<file path="config.mk">
export PLATFORM = sky130hd
export DESIGN_NAME = sys_glue
export DESIGN_NICKNAME = d
export VERILOG_FILES = /design/src/hw/glue_pkg.sv /design/src/hw/sys_glue.sv
export SDC_FILE = /design/constraint.sdc
export NUM_CORES = 1
export LEC_CHECK = 0
export ABC_AREA = 1
export BUFFER_PORTS_ARGS = -buffer_cell sky130_fd_sc_hd__buf_2
export CAP_MARGIN = 20
export CORE_ASPECT_RATIO = 1.1
export CORE_UTILIZATION = 28
export CTS_CLUSTER_SIZE = 25
export DETAILED_ROUTE_END_ITERATION = 8
export GPL_ROUTABILITY_DRIVEN = 0
export PLACE_DENSITY = 0.46
export SYNTH_ARGS = -nofsm -noshare
export SYNTH_HDL_FRONTEND = slang
export SYNTH_SLANG_ARGS = --single-unit
</file>
<file path="constraint.sdc">
create_clock -name clock_i -period 2.85 [get_ports clock_i]
set_input_delay 0.285 -clock clock_i [delete_from_list [all_inputs] [get_ports clock_i]]
set_output_delay 0.285 -clock clock_i [all_outputs]
set_load 0.1 [all_outputs]
</file>
<file path="src/hw/glue_pkg.sv">
package glue_pkg;
  // ----------------------------------------
  // register offsets (index on the port)
  // ----------------------------------------
  localparam logic [3:0] SER_CTRL_OFS = 4'h0;
  localparam logic [3:0] SYS_CFG_OFS  = 4'h1;
  localparam logic [3:0] IO_RELOC_OFS = 4'h2;
  localparam logic [3:0] RAM_LO_OFS   = 4'h3;
  localparam logic [3:0] RAM_HI_OFS   = 4'h4;
  localparam logic [3:0] ROM_BND_OFS  = 4'h5;
  localparam logic [3:0] ROM_CFG_OFS  = 4'h6;
  localparam logic [3:0] DMA_BASE_OFS = 4'h7; // src0, dst0, src1, dst1
  localparam logic [3:0] STATUS_OFS   = 4'hb;
  // ----------------------------------------
  // field positions
  // ----------------------------------------
  localparam int SER_RTS_BIT   = 0;
  localparam int SER_DTR_BIT   = 1;
  localparam int SER_ASYNC_BIT = 2;
  localparam int SER_AUTO_BIT  = 3;
  localparam int CFG_DIV1_BIT  = 0;
  localparam int CFG_DHIO_BIT  = 1;
  localparam int ROM_EN_BIT    = 0;
  localparam int DMA_SEL_LSB   = 0; // upper address bits [2:0]
  localparam int DMA_MODE_LSB  = 3; // mode field [4:3]
  // ----------------------------------------
  // reset values and codes
  // ----------------------------------------
  localparam logic [7:0] SER_CTRL_RST = 8'h00;
  localparam logic [7:0] SYS_CFG_RST  = 8'h00; // divide by two, dhio 0
  localparam logic [1:0] IO_RELOC_RST = 2'h0;  // not relocated
  localparam logic [7:0] RAM_LO_RST   = 8'hff;
  localparam logic [7:0] RAM_HI_RST   = 8'h00;
  localparam logic [7:0] ROM_BND_RST  = 8'hff;
  localparam logic [7:0] ROM_CFG_RST  = 8'h01;
  localparam logic [1:0] DMA_IO_MODE  = 2'h3;
  localparam logic [2:0] SEL_EXT      = 3'h0;
  localparam logic [2:0] SEL_ASYNC0   = 3'h1;
  localparam logic [2:0] SEL_ASYNC1   = 3'h2;
  localparam logic [2:0] SEL_SERIAL   = 3'h3;
  localparam logic [2:0] SEL_PAR2     = 3'h7;
  localparam int         RESET_MIN_CYC = 3;
endpackage

</file>
<file path="src/hw/sys_glue.sv">
`timescale 1ns/1ps
// Functional notes
// - rts control bit set drives the request-to-send pin low.
// - async with auto enables: pin rises only once transmitter is empty.
// - otherwise the pin mirrors the rts bit directly, usable as output.
// - terminal-ready pin always mirrors the dtr control bit.
// - serial wait is wired-or onto the shared low-active wait line.
// - dma requests stay internal; requests and terminal counts not on pins.
// - chain enable out high only when chain in high and no on-chip service.
// - io select covers aligned groups of eight holding no on-chip register.
// - io decode follows register-set relocation and decode-high-io bit.
// - unrelocated, dhio 0: xx40-xxd7, xxf8-xxff, nn00-nn3f for nn nonzero.
// - unrelocated, dhio 1: 0040-00d7 and 00f8-ffff.
// - io decode identical under internal cpu or external bus master.
// - ram select low for memory accesses between ram bounds.
// - rom select low from top of on-chip rom up to rom boundary.
// - ram and rom selects decode under external master as well.
// - system clock is input divided by two, or by one when programmed.
// - mode 11 selects request source by upper address bits code.
// - each dma channel takes all sources in both directions.
// - while wait line sampled low the cpu keeps adding wait states.
module sys_glue #(
  parameter int         ADDR_W  = 20,    // memory address width
  parameter logic [7:0] ROM_TOP = 8'h08  // first 4k page above on-chip rom
) (
  input  wire logic              clock_i,          // core clock
  input  wire logic              nrst_i,           // async reset, low
  input  wire logic [3:0]        reg_addr_i,       // register index
  input  wire logic [7:0]        reg_wdata_i,      // register write data
  input  wire logic              reg_wr_i,         // write strobe
  input  wire logic              reg_rd_i,         // read strobe
  output logic      [7:0]        reg_rdata_o,      // read data, next cycle
  input  wire logic [ADDR_W-1:0] addr_i,           // bus address, any master
  input  wire logic              io_request_n_i,   // io request, low
  input  wire logic              mreq_n_i,         // memory request, low
  input  wire logic              opcode_fetch_n_i, // opcode fetch, low
  input  wire logic              tx_empty_i,       // serial transmitter empty
  input  wire logic              serial_wait_i,    // serial wait request
  input  wire logic              other_wait_i,     // other internal waits
  input  wire logic              wait_pin_i,       // wait wire level
  output logic                   wait_pin_o,       // wait pin drive value
  output logic                   wait_oe_n_o,      // wait drive enable, low
  output logic                   cpu_hold_o,       // insert wait state
  output logic                   rts_n_o,          // request to send, low
  output logic                   dtr_n_o,          // terminal ready, low
  input  wire logic              chain_enable_in_i,  // daisy chain in
  input  wire logic              onchip_service_i,   // on-chip irq in service
  output logic                   chain_enable_out_o, // daisy chain out
  output logic                   ext_io_select_n_o,  // external io select
  output logic                   ram_select_n_o,     // ram select, low
  output logic                   rom_select_n_o,     // rom select, low
  output logic                   system_clock_out_o, // system clock level
  output logic                   sys_tick_o,         // one pulse per sys cycle
  input  wire logic              ext_req_n_i,        // external dma request
  input  wire logic [1:0]        async0_req_i,       // async 0 rx/tx
  input  wire logic [1:0]        async1_req_i,       // async 1 rx/tx
  input  wire logic [1:0]        serial_req_i,       // serial rx/tx
  input  wire logic [1:0]        par2_req_i,         // parallel in/out
  output logic      [1:0]        dma_req_o           // per channel, internal
);
  // refuse address widths the page and io decode cannot serve
  if (ADDR_W < 16 || ADDR_W > 24) begin : g_bad_addr_w
    $error("ADDR_W out of range");
  end

  // ----------------------------------------
  // reset release
  // ----------------------------------------
  logic [1:0] rst_sync_r;
  logic       rst_n;

  // two-stage release of the async reset; low time is outside's duty
  always_ff @(posedge clock_i or negedge nrst_i) begin
    if (!nrst_i) begin
      rst_sync_r <= 2'h0;
    end else begin
      rst_sync_r <= {rst_sync_r[0], 1'b1};
    end
  end
  assign rst_n = rst_sync_r[1];

  // ----------------------------------------
  // software registers
  // ----------------------------------------
  logic [7:0] ser_ctrl_r;
  logic [7:0] sys_cfg_r;
  logic [1:0] io_reloc_r;
  logic [7:0] ram_lo_r;
  logic [7:0] ram_hi_r;
  logic [7:0] rom_bnd_r;
  logic [7:0] rom_cfg_r;
  logic [4:0] dma_cfg_r [4];

  // control register writes
  always_ff @(posedge clock_i or negedge rst_n) begin
    if (!rst_n) begin
      ser_ctrl_r <= glue_pkg::SER_CTRL_RST;
      sys_cfg_r  <= glue_pkg::SYS_CFG_RST;
      io_reloc_r <= glue_pkg::IO_RELOC_RST;
      ram_lo_r   <= glue_pkg::RAM_LO_RST;
      ram_hi_r   <= glue_pkg::RAM_HI_RST;
      rom_bnd_r  <= glue_pkg::ROM_BND_RST;
      rom_cfg_r  <= glue_pkg::ROM_CFG_RST;
    end else if (reg_wr_i) begin
      unique case (reg_addr_i)
        glue_pkg::SER_CTRL_OFS: ser_ctrl_r <= reg_wdata_i;
        glue_pkg::SYS_CFG_OFS:  sys_cfg_r  <= reg_wdata_i;
        glue_pkg::IO_RELOC_OFS: io_reloc_r <= reg_wdata_i[1:0];
        glue_pkg::RAM_LO_OFS:   ram_lo_r   <= reg_wdata_i;
        glue_pkg::RAM_HI_OFS:   ram_hi_r   <= reg_wdata_i;
        glue_pkg::ROM_BND_OFS:  rom_bnd_r  <= reg_wdata_i;
        glue_pkg::ROM_CFG_OFS:  rom_cfg_r  <= reg_wdata_i;
        default: ;
      endcase
    end
  end

  // dma source and destination selects
  generate
    for (genvar g = 0; g < 4; g++) begin : g_dma_cfg
      always_ff @(posedge clock_i or negedge rst_n) begin
        if (!rst_n) begin
          dma_cfg_r[g] <= 5'h00;
        end else if (reg_wr_i && reg_addr_i == glue_pkg::DMA_BASE_OFS + 4'(g)) begin
          dma_cfg_r[g] <= reg_wdata_i[4:0];
        end
      end
    end
  endgenerate

  logic rts_bit;
  logic auto_mode;
  assign rts_bit   = ser_ctrl_r[glue_pkg::SER_RTS_BIT];
  assign auto_mode = ser_ctrl_r[glue_pkg::SER_ASYNC_BIT] & ser_ctrl_r[glue_pkg::SER_AUTO_BIT];

  // read data, valid the cycle after the strobe
  always_ff @(posedge clock_i or negedge rst_n) begin
    if (!rst_n) begin
      reg_rdata_o <= 8'h00;
    end else if (reg_rd_i) begin
      unique case (reg_addr_i)
        glue_pkg::SER_CTRL_OFS: reg_rdata_o <= ser_ctrl_r;
        glue_pkg::SYS_CFG_OFS:  reg_rdata_o <= sys_cfg_r;
        glue_pkg::IO_RELOC_OFS: reg_rdata_o <= {6'h00, io_reloc_r};
        glue_pkg::RAM_LO_OFS:   reg_rdata_o <= ram_lo_r;
        glue_pkg::RAM_HI_OFS:   reg_rdata_o <= ram_hi_r;
        glue_pkg::ROM_BND_OFS:  reg_rdata_o <= rom_bnd_r;
        glue_pkg::ROM_CFG_OFS:  reg_rdata_o <= rom_cfg_r;
        glue_pkg::DMA_BASE_OFS, glue_pkg::DMA_BASE_OFS + 4'h1,
        glue_pkg::DMA_BASE_OFS + 4'h2, glue_pkg::DMA_BASE_OFS + 4'h3:
                                reg_rdata_o <= {3'h0, dma_cfg_r[2'(reg_addr_i - glue_pkg::DMA_BASE_OFS)]};
        glue_pkg::STATUS_OFS:   reg_rdata_o <= {2'h0, dma_req_o, cpu_hold_o, chain_enable_out_o,
                                                dtr_n_o, rts_n_o};
        default:                reg_rdata_o <= 8'h00;
      endcase
    end else begin
      reg_rdata_o <= 8'h00;
    end
  end

  // ----------------------------------------
  // modem control pins
  // ----------------------------------------
  // rts: set drives low; auto mode holds low until transmitter drains
  always_ff @(posedge clock_i or negedge rst_n) begin
    if (!rst_n) begin
      rts_n_o <= 1'b1;
    end else if (rts_bit) begin
      rts_n_o <= 1'b0;
    end else if (auto_mode) begin
      rts_n_o <= rts_n_o | tx_empty_i;
    end else begin
      rts_n_o <= 1'b1;
    end
  end

  // dtr follows its bit, nothing else shares the pin
  always_ff @(posedge clock_i or negedge rst_n) begin
    if (!rst_n) begin
      dtr_n_o <= 1'b1;
    end else begin
      dtr_n_o <= ~ser_ctrl_r[glue_pkg::SER_DTR_BIT];
    end
  end

  // ----------------------------------------
  // wait line
  // ----------------------------------------
  // open-drain drive of the merged internal waits, then cpu hold
  always_ff @(posedge clock_i or negedge rst_n) begin
    if (!rst_n) begin
      wait_pin_o  <= 1'b0;
      wait_oe_n_o <= 1'b1;
      cpu_hold_o  <= 1'b0;
    end else begin
      wait_pin_o  <= 1'b0;
      wait_oe_n_o <= ~(serial_wait_i | other_wait_i);
      cpu_hold_o  <= ~wait_pin_i;
    end
  end

  // ----------------------------------------
  // daisy chain
  // ----------------------------------------
  // pass the chain enable only when no on-chip interrupt is in service
  always_ff @(posedge clock_i or negedge rst_n) begin
    if (!rst_n) begin
      chain_enable_out_o <= 1'b0;
    end else begin
      chain_enable_out_o <= chain_enable_in_i & ~onchip_service_i;
    end
  end

  // ----------------------------------------
  // chip selects
  // ----------------------------------------
  logic [7:0] io_hi;
  logic [7:0] io_lo;
  logic       core_hit;
  logic       periph_hit;
  logic       io_internal;
  logic       io_ext_nxt;
  logic [7:0] page;
  logic       ram_nxt;
  logic       rom_nxt;

  assign io_hi = addr_i[15:8];
  assign io_lo = addr_i[7:0];
  // core register set: 64 bytes at the relocated base
  assign core_hit   = (io_lo[7:6] == io_reloc_r);
  // fixed on-chip block d8..f7, eight-aligned both ends
  assign periph_hit = (io_lo >= 8'hd8) && (io_lo <= 8'hf7);
  // dhio 0 aliases the fixed block in every page, dhio 1 frees high pages
  always_comb begin
    if (sys_cfg_r[glue_pkg::CFG_DHIO_BIT]) begin
      io_internal = (io_hi == 8'h00) && (core_hit || periph_hit);
    end else begin
      io_internal = periph_hit || ((io_hi == 8'h00) && core_hit);
    end
  end
  // no master-ownership term: same decode for any master
  assign io_ext_nxt = ~io_request_n_i & opcode_fetch_n_i & ~io_internal;

  assign page    = addr_i[ADDR_W-1 -: 8];
  assign ram_nxt = ~mreq_n_i && (page >= ram_lo_r) && (page <= ram_hi_r);
  assign rom_nxt = ~mreq_n_i && ~ram_nxt && (page <= rom_bnd_r)
                   && (!rom_cfg_r[glue_pkg::ROM_EN_BIT] || page >= ROM_TOP);

  // registered selects, idle when no request
  always_ff @(posedge clock_i or negedge rst_n) begin
    if (!rst_n) begin
      ext_io_select_n_o <= 1'b1;
      ram_select_n_o    <= 1'b1;
      rom_select_n_o    <= 1'b1;
    end else begin
      ext_io_select_n_o <= ~io_ext_nxt;
      ram_select_n_o    <= ~ram_nxt;
      rom_select_n_o    <= ~rom_nxt;
    end
  end

  // ----------------------------------------
  // system clock divider
  // ----------------------------------------
  logic div1;
  assign div1 = sys_cfg_r[glue_pkg::CFG_DIV1_BIT];

  // tick every cycle when div1, else every other; level toggles per tick
  always_ff @(posedge clock_i or negedge rst_n) begin
    if (!rst_n) begin
      sys_tick_o         <= 1'b0;
      system_clock_out_o <= 1'b0;
    end else begin
      sys_tick_o         <= div1 | ~sys_tick_o;
      system_clock_out_o <= div1 ? ~system_clock_out_o :
                            (sys_tick_o ? system_clock_out_o : ~system_clock_out_o);
    end
  end

  // ----------------------------------------
  // dma request routing
  // ----------------------------------------
  function automatic logic pick(input logic [4:0] cfg, input logic dir_tx,
                                input logic ext, input logic [1:0] a0, input logic [1:0] a1,
                                input logic [1:0] sr, input logic [1:0] p2);
    logic hit;
    hit = 1'b0;
    if (cfg[glue_pkg::DMA_MODE_LSB +: 2] == glue_pkg::DMA_IO_MODE) begin
      unique case (cfg[glue_pkg::DMA_SEL_LSB +: 3])
        glue_pkg::SEL_EXT:    hit = ext;
        glue_pkg::SEL_ASYNC0: hit = a0[dir_tx];
        glue_pkg::SEL_ASYNC1: hit = a1[dir_tx];
        glue_pkg::SEL_SERIAL: hit = sr[dir_tx];
        glue_pkg::SEL_PAR2:   hit = p2[dir_tx];
        default:              hit = 1'b0; // reserved codes request nothing
      endcase
    end
    return hit;
  endfunction

  // two channels, each with source (rx side) and destination (tx side)
  generate
    for (genvar c = 0; c < 2; c++) begin : g_dma_ch
      always_ff @(posedge clock_i or negedge rst_n) begin
        if (!rst_n) begin
          dma_req_o[c] <= 1'b0;
        end else begin
          dma_req_o[c] <= pick(dma_cfg_r[2*c], 1'b0, ~ext_req_n_i, async0_req_i, async1_req_i,
                               serial_req_i, par2_req_i)
                        | pick(dma_cfg_r[2*c+1], 1'b1, ~ext_req_n_i, async0_req_i, async1_req_i,
                               serial_req_i, par2_req_i);
        end
      end
    end
  endgenerate
endmodule

</file>
==> run summary <==
Status: finished clean
Post-CTS repair timing setup buffer count: 0
Number of gates resized after CTS: 0
GR Layer Usage met2: 28.37%
Launch instance of the worst register-to-register path: ram_lo_r[3]$_DFFE_PN1P_
Horizontal extent of the die: 129.6 µm
Clock sink count: 92
Distinct cell type count after synthesis: 32
Initial cell density of the core: 29.06%
Setup TNS after final layout: 0 ns
Sequential cell area fraction in the yosys report: 46.46%
PwrDens: 694.9 nW/µm²
Via count normalized by instance count: 4.492
Static Leak: 3.047 nW
Worst path arrival time: 1.87 ns
Post-Route Skew: 0.005969 ns
Number of antenna violations at the first check in global routing: 0
CP Data Required Time: 3.06 ns
Most congested layer reported by global routing: met2
Count of mapped cells out of synthesis: 626
Final Hold Violating Endpoints: 0
Worst relative slew slack: 62.07%
Crit share post-route: 58.20%
Class of the tightest hold or removal check: input port to flip-flop
Antenna cells: 0
Type of element launching the critical path: input port
Die H: 142.4 µm
M1 GR Usage: 20.18%
First-pass DRT Iterations: 4
Number of nets at the end of the flow: 780
Critical Path Slowest Stage Cell: nor3_4
Max-slew violation count: 0
Number of design rule violations left after detail routing: 0
Clock tree root buffer cell: clkbuf_16
CP Buf/Inv Count: 3
Minimum clock period: 1.659 ns
Met3 capacity usage during global routing: 3.158%
RSZ-0062 raised after global routing: no
Ratio of cells with drive above 1 in the final layout: 18.78%
Top FF cell, synth: dfrtp_1
Full die area: 18460 µm²
Buffer depth of the longest clock path: 2
First-pass GRT wire length: 22.40 mm
Type of the setup path with the least slack: input port to flip-flop
Number of levels the H-tree was split into: 3
Maximum capacitance violations: 0
Cell Chain, Critical Path: buf_2 -> inv_1 -> ha_1 -> inv_2 -> nor3_4 -> nand2_4 -> nand2_1 -> o21ai_0
Flip-flop and latch count after synthesis: 92
I/O pin count: 75
Overall routing resource usage: 16.28%
TritonCTS clock tree: done
Final setup violation count: 0
Delay of the slowest cell on the worst path: 0.41 ns
Transition time of the tightest slew-check pin: 0.5684 ns
Later-pin clock latency in the skew report: 0.34 ns
Placeable core region: 17270 µm²
Share of synthesized registers carrying an async set or reset: 100.0%
Final routed wire length divided by cell count: 14.71 µm
Category of the worst setup path capture point: flip-flop
Number of inserted filler cells in the final layout: 1886
Buffers on Ports: 70
Start point of the critical path: reg_addr_i[0]
Number of placement rows: 50
Via count of the first global-routing pass: 4331
Post-synth design cell area: 5017 µm²
Clock slew at reported path FFs: 0.06 ns
Initial drt markers: 238
Total vias in the final route: 4209
Half-perimeter wire length of the detailed placement result: 10.33 mm
Critical path's top delay family: simple AND/OR/NAND/NOR gates
Area grow syn2layout: 17.58%
Worst-case vdd ir drop: 0.0004922 V
Beginning of the worst hold path: serial_wait_i
EDFF count, synth: 0
Overflow left after global routing: 0
Count of synthesis-stage warnings from yosys: 0
Average cell area after synthesis: 8.015 µm²
Overall Power: 4.100 mW
Post-Syn Nets: 708
TritonCTS buffer count: 9
Remaining antenna violation count: 0
Biggest fanout along the worst timing path: 17
Hold Buf Count CTS: 1
Fmax: 602.8 MHz
Largest net degree at the start of global routing: 54
Aggregate routed wire length: 13.78 mm
[logic make-up (layout without fill, tap and decap cells)]
family | after synthesis | after routing | share of synthesized area [%]
simple gates | 286 | 286 | 24.84
buf+inv | 89 | 166 | 7.806
flops | 92 | 92 | 46.46
fa+ha+maj | 28 | 28 | 6.983
xor+xnor | 4 | 4 | 0.6984
compound gates | 125 | 125 | 13.07
other cells | 2 | 2 | 0.1497
[metrics by stage]
step / setup WS, ns / cell area [µm²] / cells / hold slack, ns / util (%)
after floorplan: 0.1379 / 5017 / 626 / -0.01059 / -
after global placement: 0.8739 / 5585 / 920 / 0.07011 / 32.35
after detailed placement: 0.8286 / 5585 / 920 / 0.07323 / 32.35
after CTS: 1.201 / 5899 / 937 / 0.02248 / 34.17
after global routing: 1.025 / 5899 / 937 / 0.03157 / 34.17
final: 1.191 / 5899 / 937 / 0.04370 / 34.17
[layer usage]
layer	vias to the layer above	wire length, µm
li1	2139	-
met1	1995	6262
met2	65	7090
met3	10	285
met4	0	145
met5	-	0
[cells in the mapped netlist (all sizes together), types with 2 or more instances]
cell,instances,area (µm²)
a21oi,19,95.09
a21o,2,15.01
clkbuf,2,7.510
nand3,22,135.1
o211ai,6,45.04
buf,9,91.34
conb,2,7.510
dfstp,23,604.3
nor2,54,254.0
xnor2,3,26.28
nand2,203,804.5
o22ai,3,18.77
nand4,5,31.28
ha,28,350.3
inv,78,292.8
nor3,2,21.27
o21ai,92,460.4
dfrtp,69,1727
[cell usage in the layout, fill, tap and decap left out, drive strengths merged]
cell | netlist | final
dlygate4sd3 | 0 | 1
o22ai | 3 | 3
xnor2 | 3 | 3
clkinvlp | 0 | 1
nand4 | 5 | 5
ha | 28 | 28
dfstp | 23 | 23
xor2 | 1 | 1
buf | 9 | 71
o211ai | 6 | 6
a21o | 2 | 2
inv | 78 | 78
clkbuf | 2 | 12
bufinv | 0 | 1
nor2 | 54 | 54
a21oi | 19 | 19
clkinv | 0 | 2
o21ai | 92 | 92
conb | 2 | 2
o21bai | 1 | 1
o21a | 1 | 1
a31oi | 1 | 1
dfrtp | 69 | 69
nor3 | 2 | 2
nand2 | 203 | 203
nand3 | 22 | 22
[path summary, 6_finish.rpt]
| path | end | slack [ns] | cells after the start |
|---|---|---|---|
| min | wait_oe_n_o$_DFF_PN1_ | 0.04 | 2 |
| max reg2reg | rom_select_n_o$_DFF_PN1_ | 1.28 | 10 |
| max in group asynchronous | rts_n_o$_DFF_PN1_ | 1.80 | 1 |
| min in group asynchronous | rst_sync_r[1]$_DFF_PN0_ | 0.25 | 2 |
| max | ser_ctrl_r[4]$_DFFE_PN0P_ | 1.19 | 8 |
| min reg2reg | sys_tick_o$_DFF_PN0_ | 0.32 | 0 |
[final cells by class]
type	instances	area [µm²]	share of cell area, %
flip-flops and latches	92	2335	39.58
multi-input cells	445	2295	38.90
repair buffers	72	380.4	6.448
inverters	78	292.8	4.963
well taps	234	292.8	4.963
clock buffers	12	256.5	4.348
clock inverters	4	47.55	0.8059
[registers in the layout, indices dropped and copies added, names as in the netlist, 2 cells and up]
| register | count |
|---|---|
| ser_ctrl_r | 8 |
| reg_rdata_o | 8 |
| ram_hi_r | 8 |
| sys_cfg_r | 8 |
| rst_sync_r | 2 |
| dma_req_o | 2 |
| ram_lo_r | 8 |
| dma_cfg_r | 20 |
| io_reloc_r | 2 |
| rom_cfg_r | 8 |
| rom_bnd_r | 8 |
[power breakdown]
part | switching, mW | total (mW) | internal [mW] | leakage [nW]
clock | 0.506 | 1.23 | 0.725 | 0.149
combinational | 0.750 | 1.07 | 0.318 | 1.78
sequential | 0.204 | 1.80 | 1.60 | 1.12
total | 1.46 | 4.10 | 2.64 | 3.05
Power figures use the tool's default switching activity.
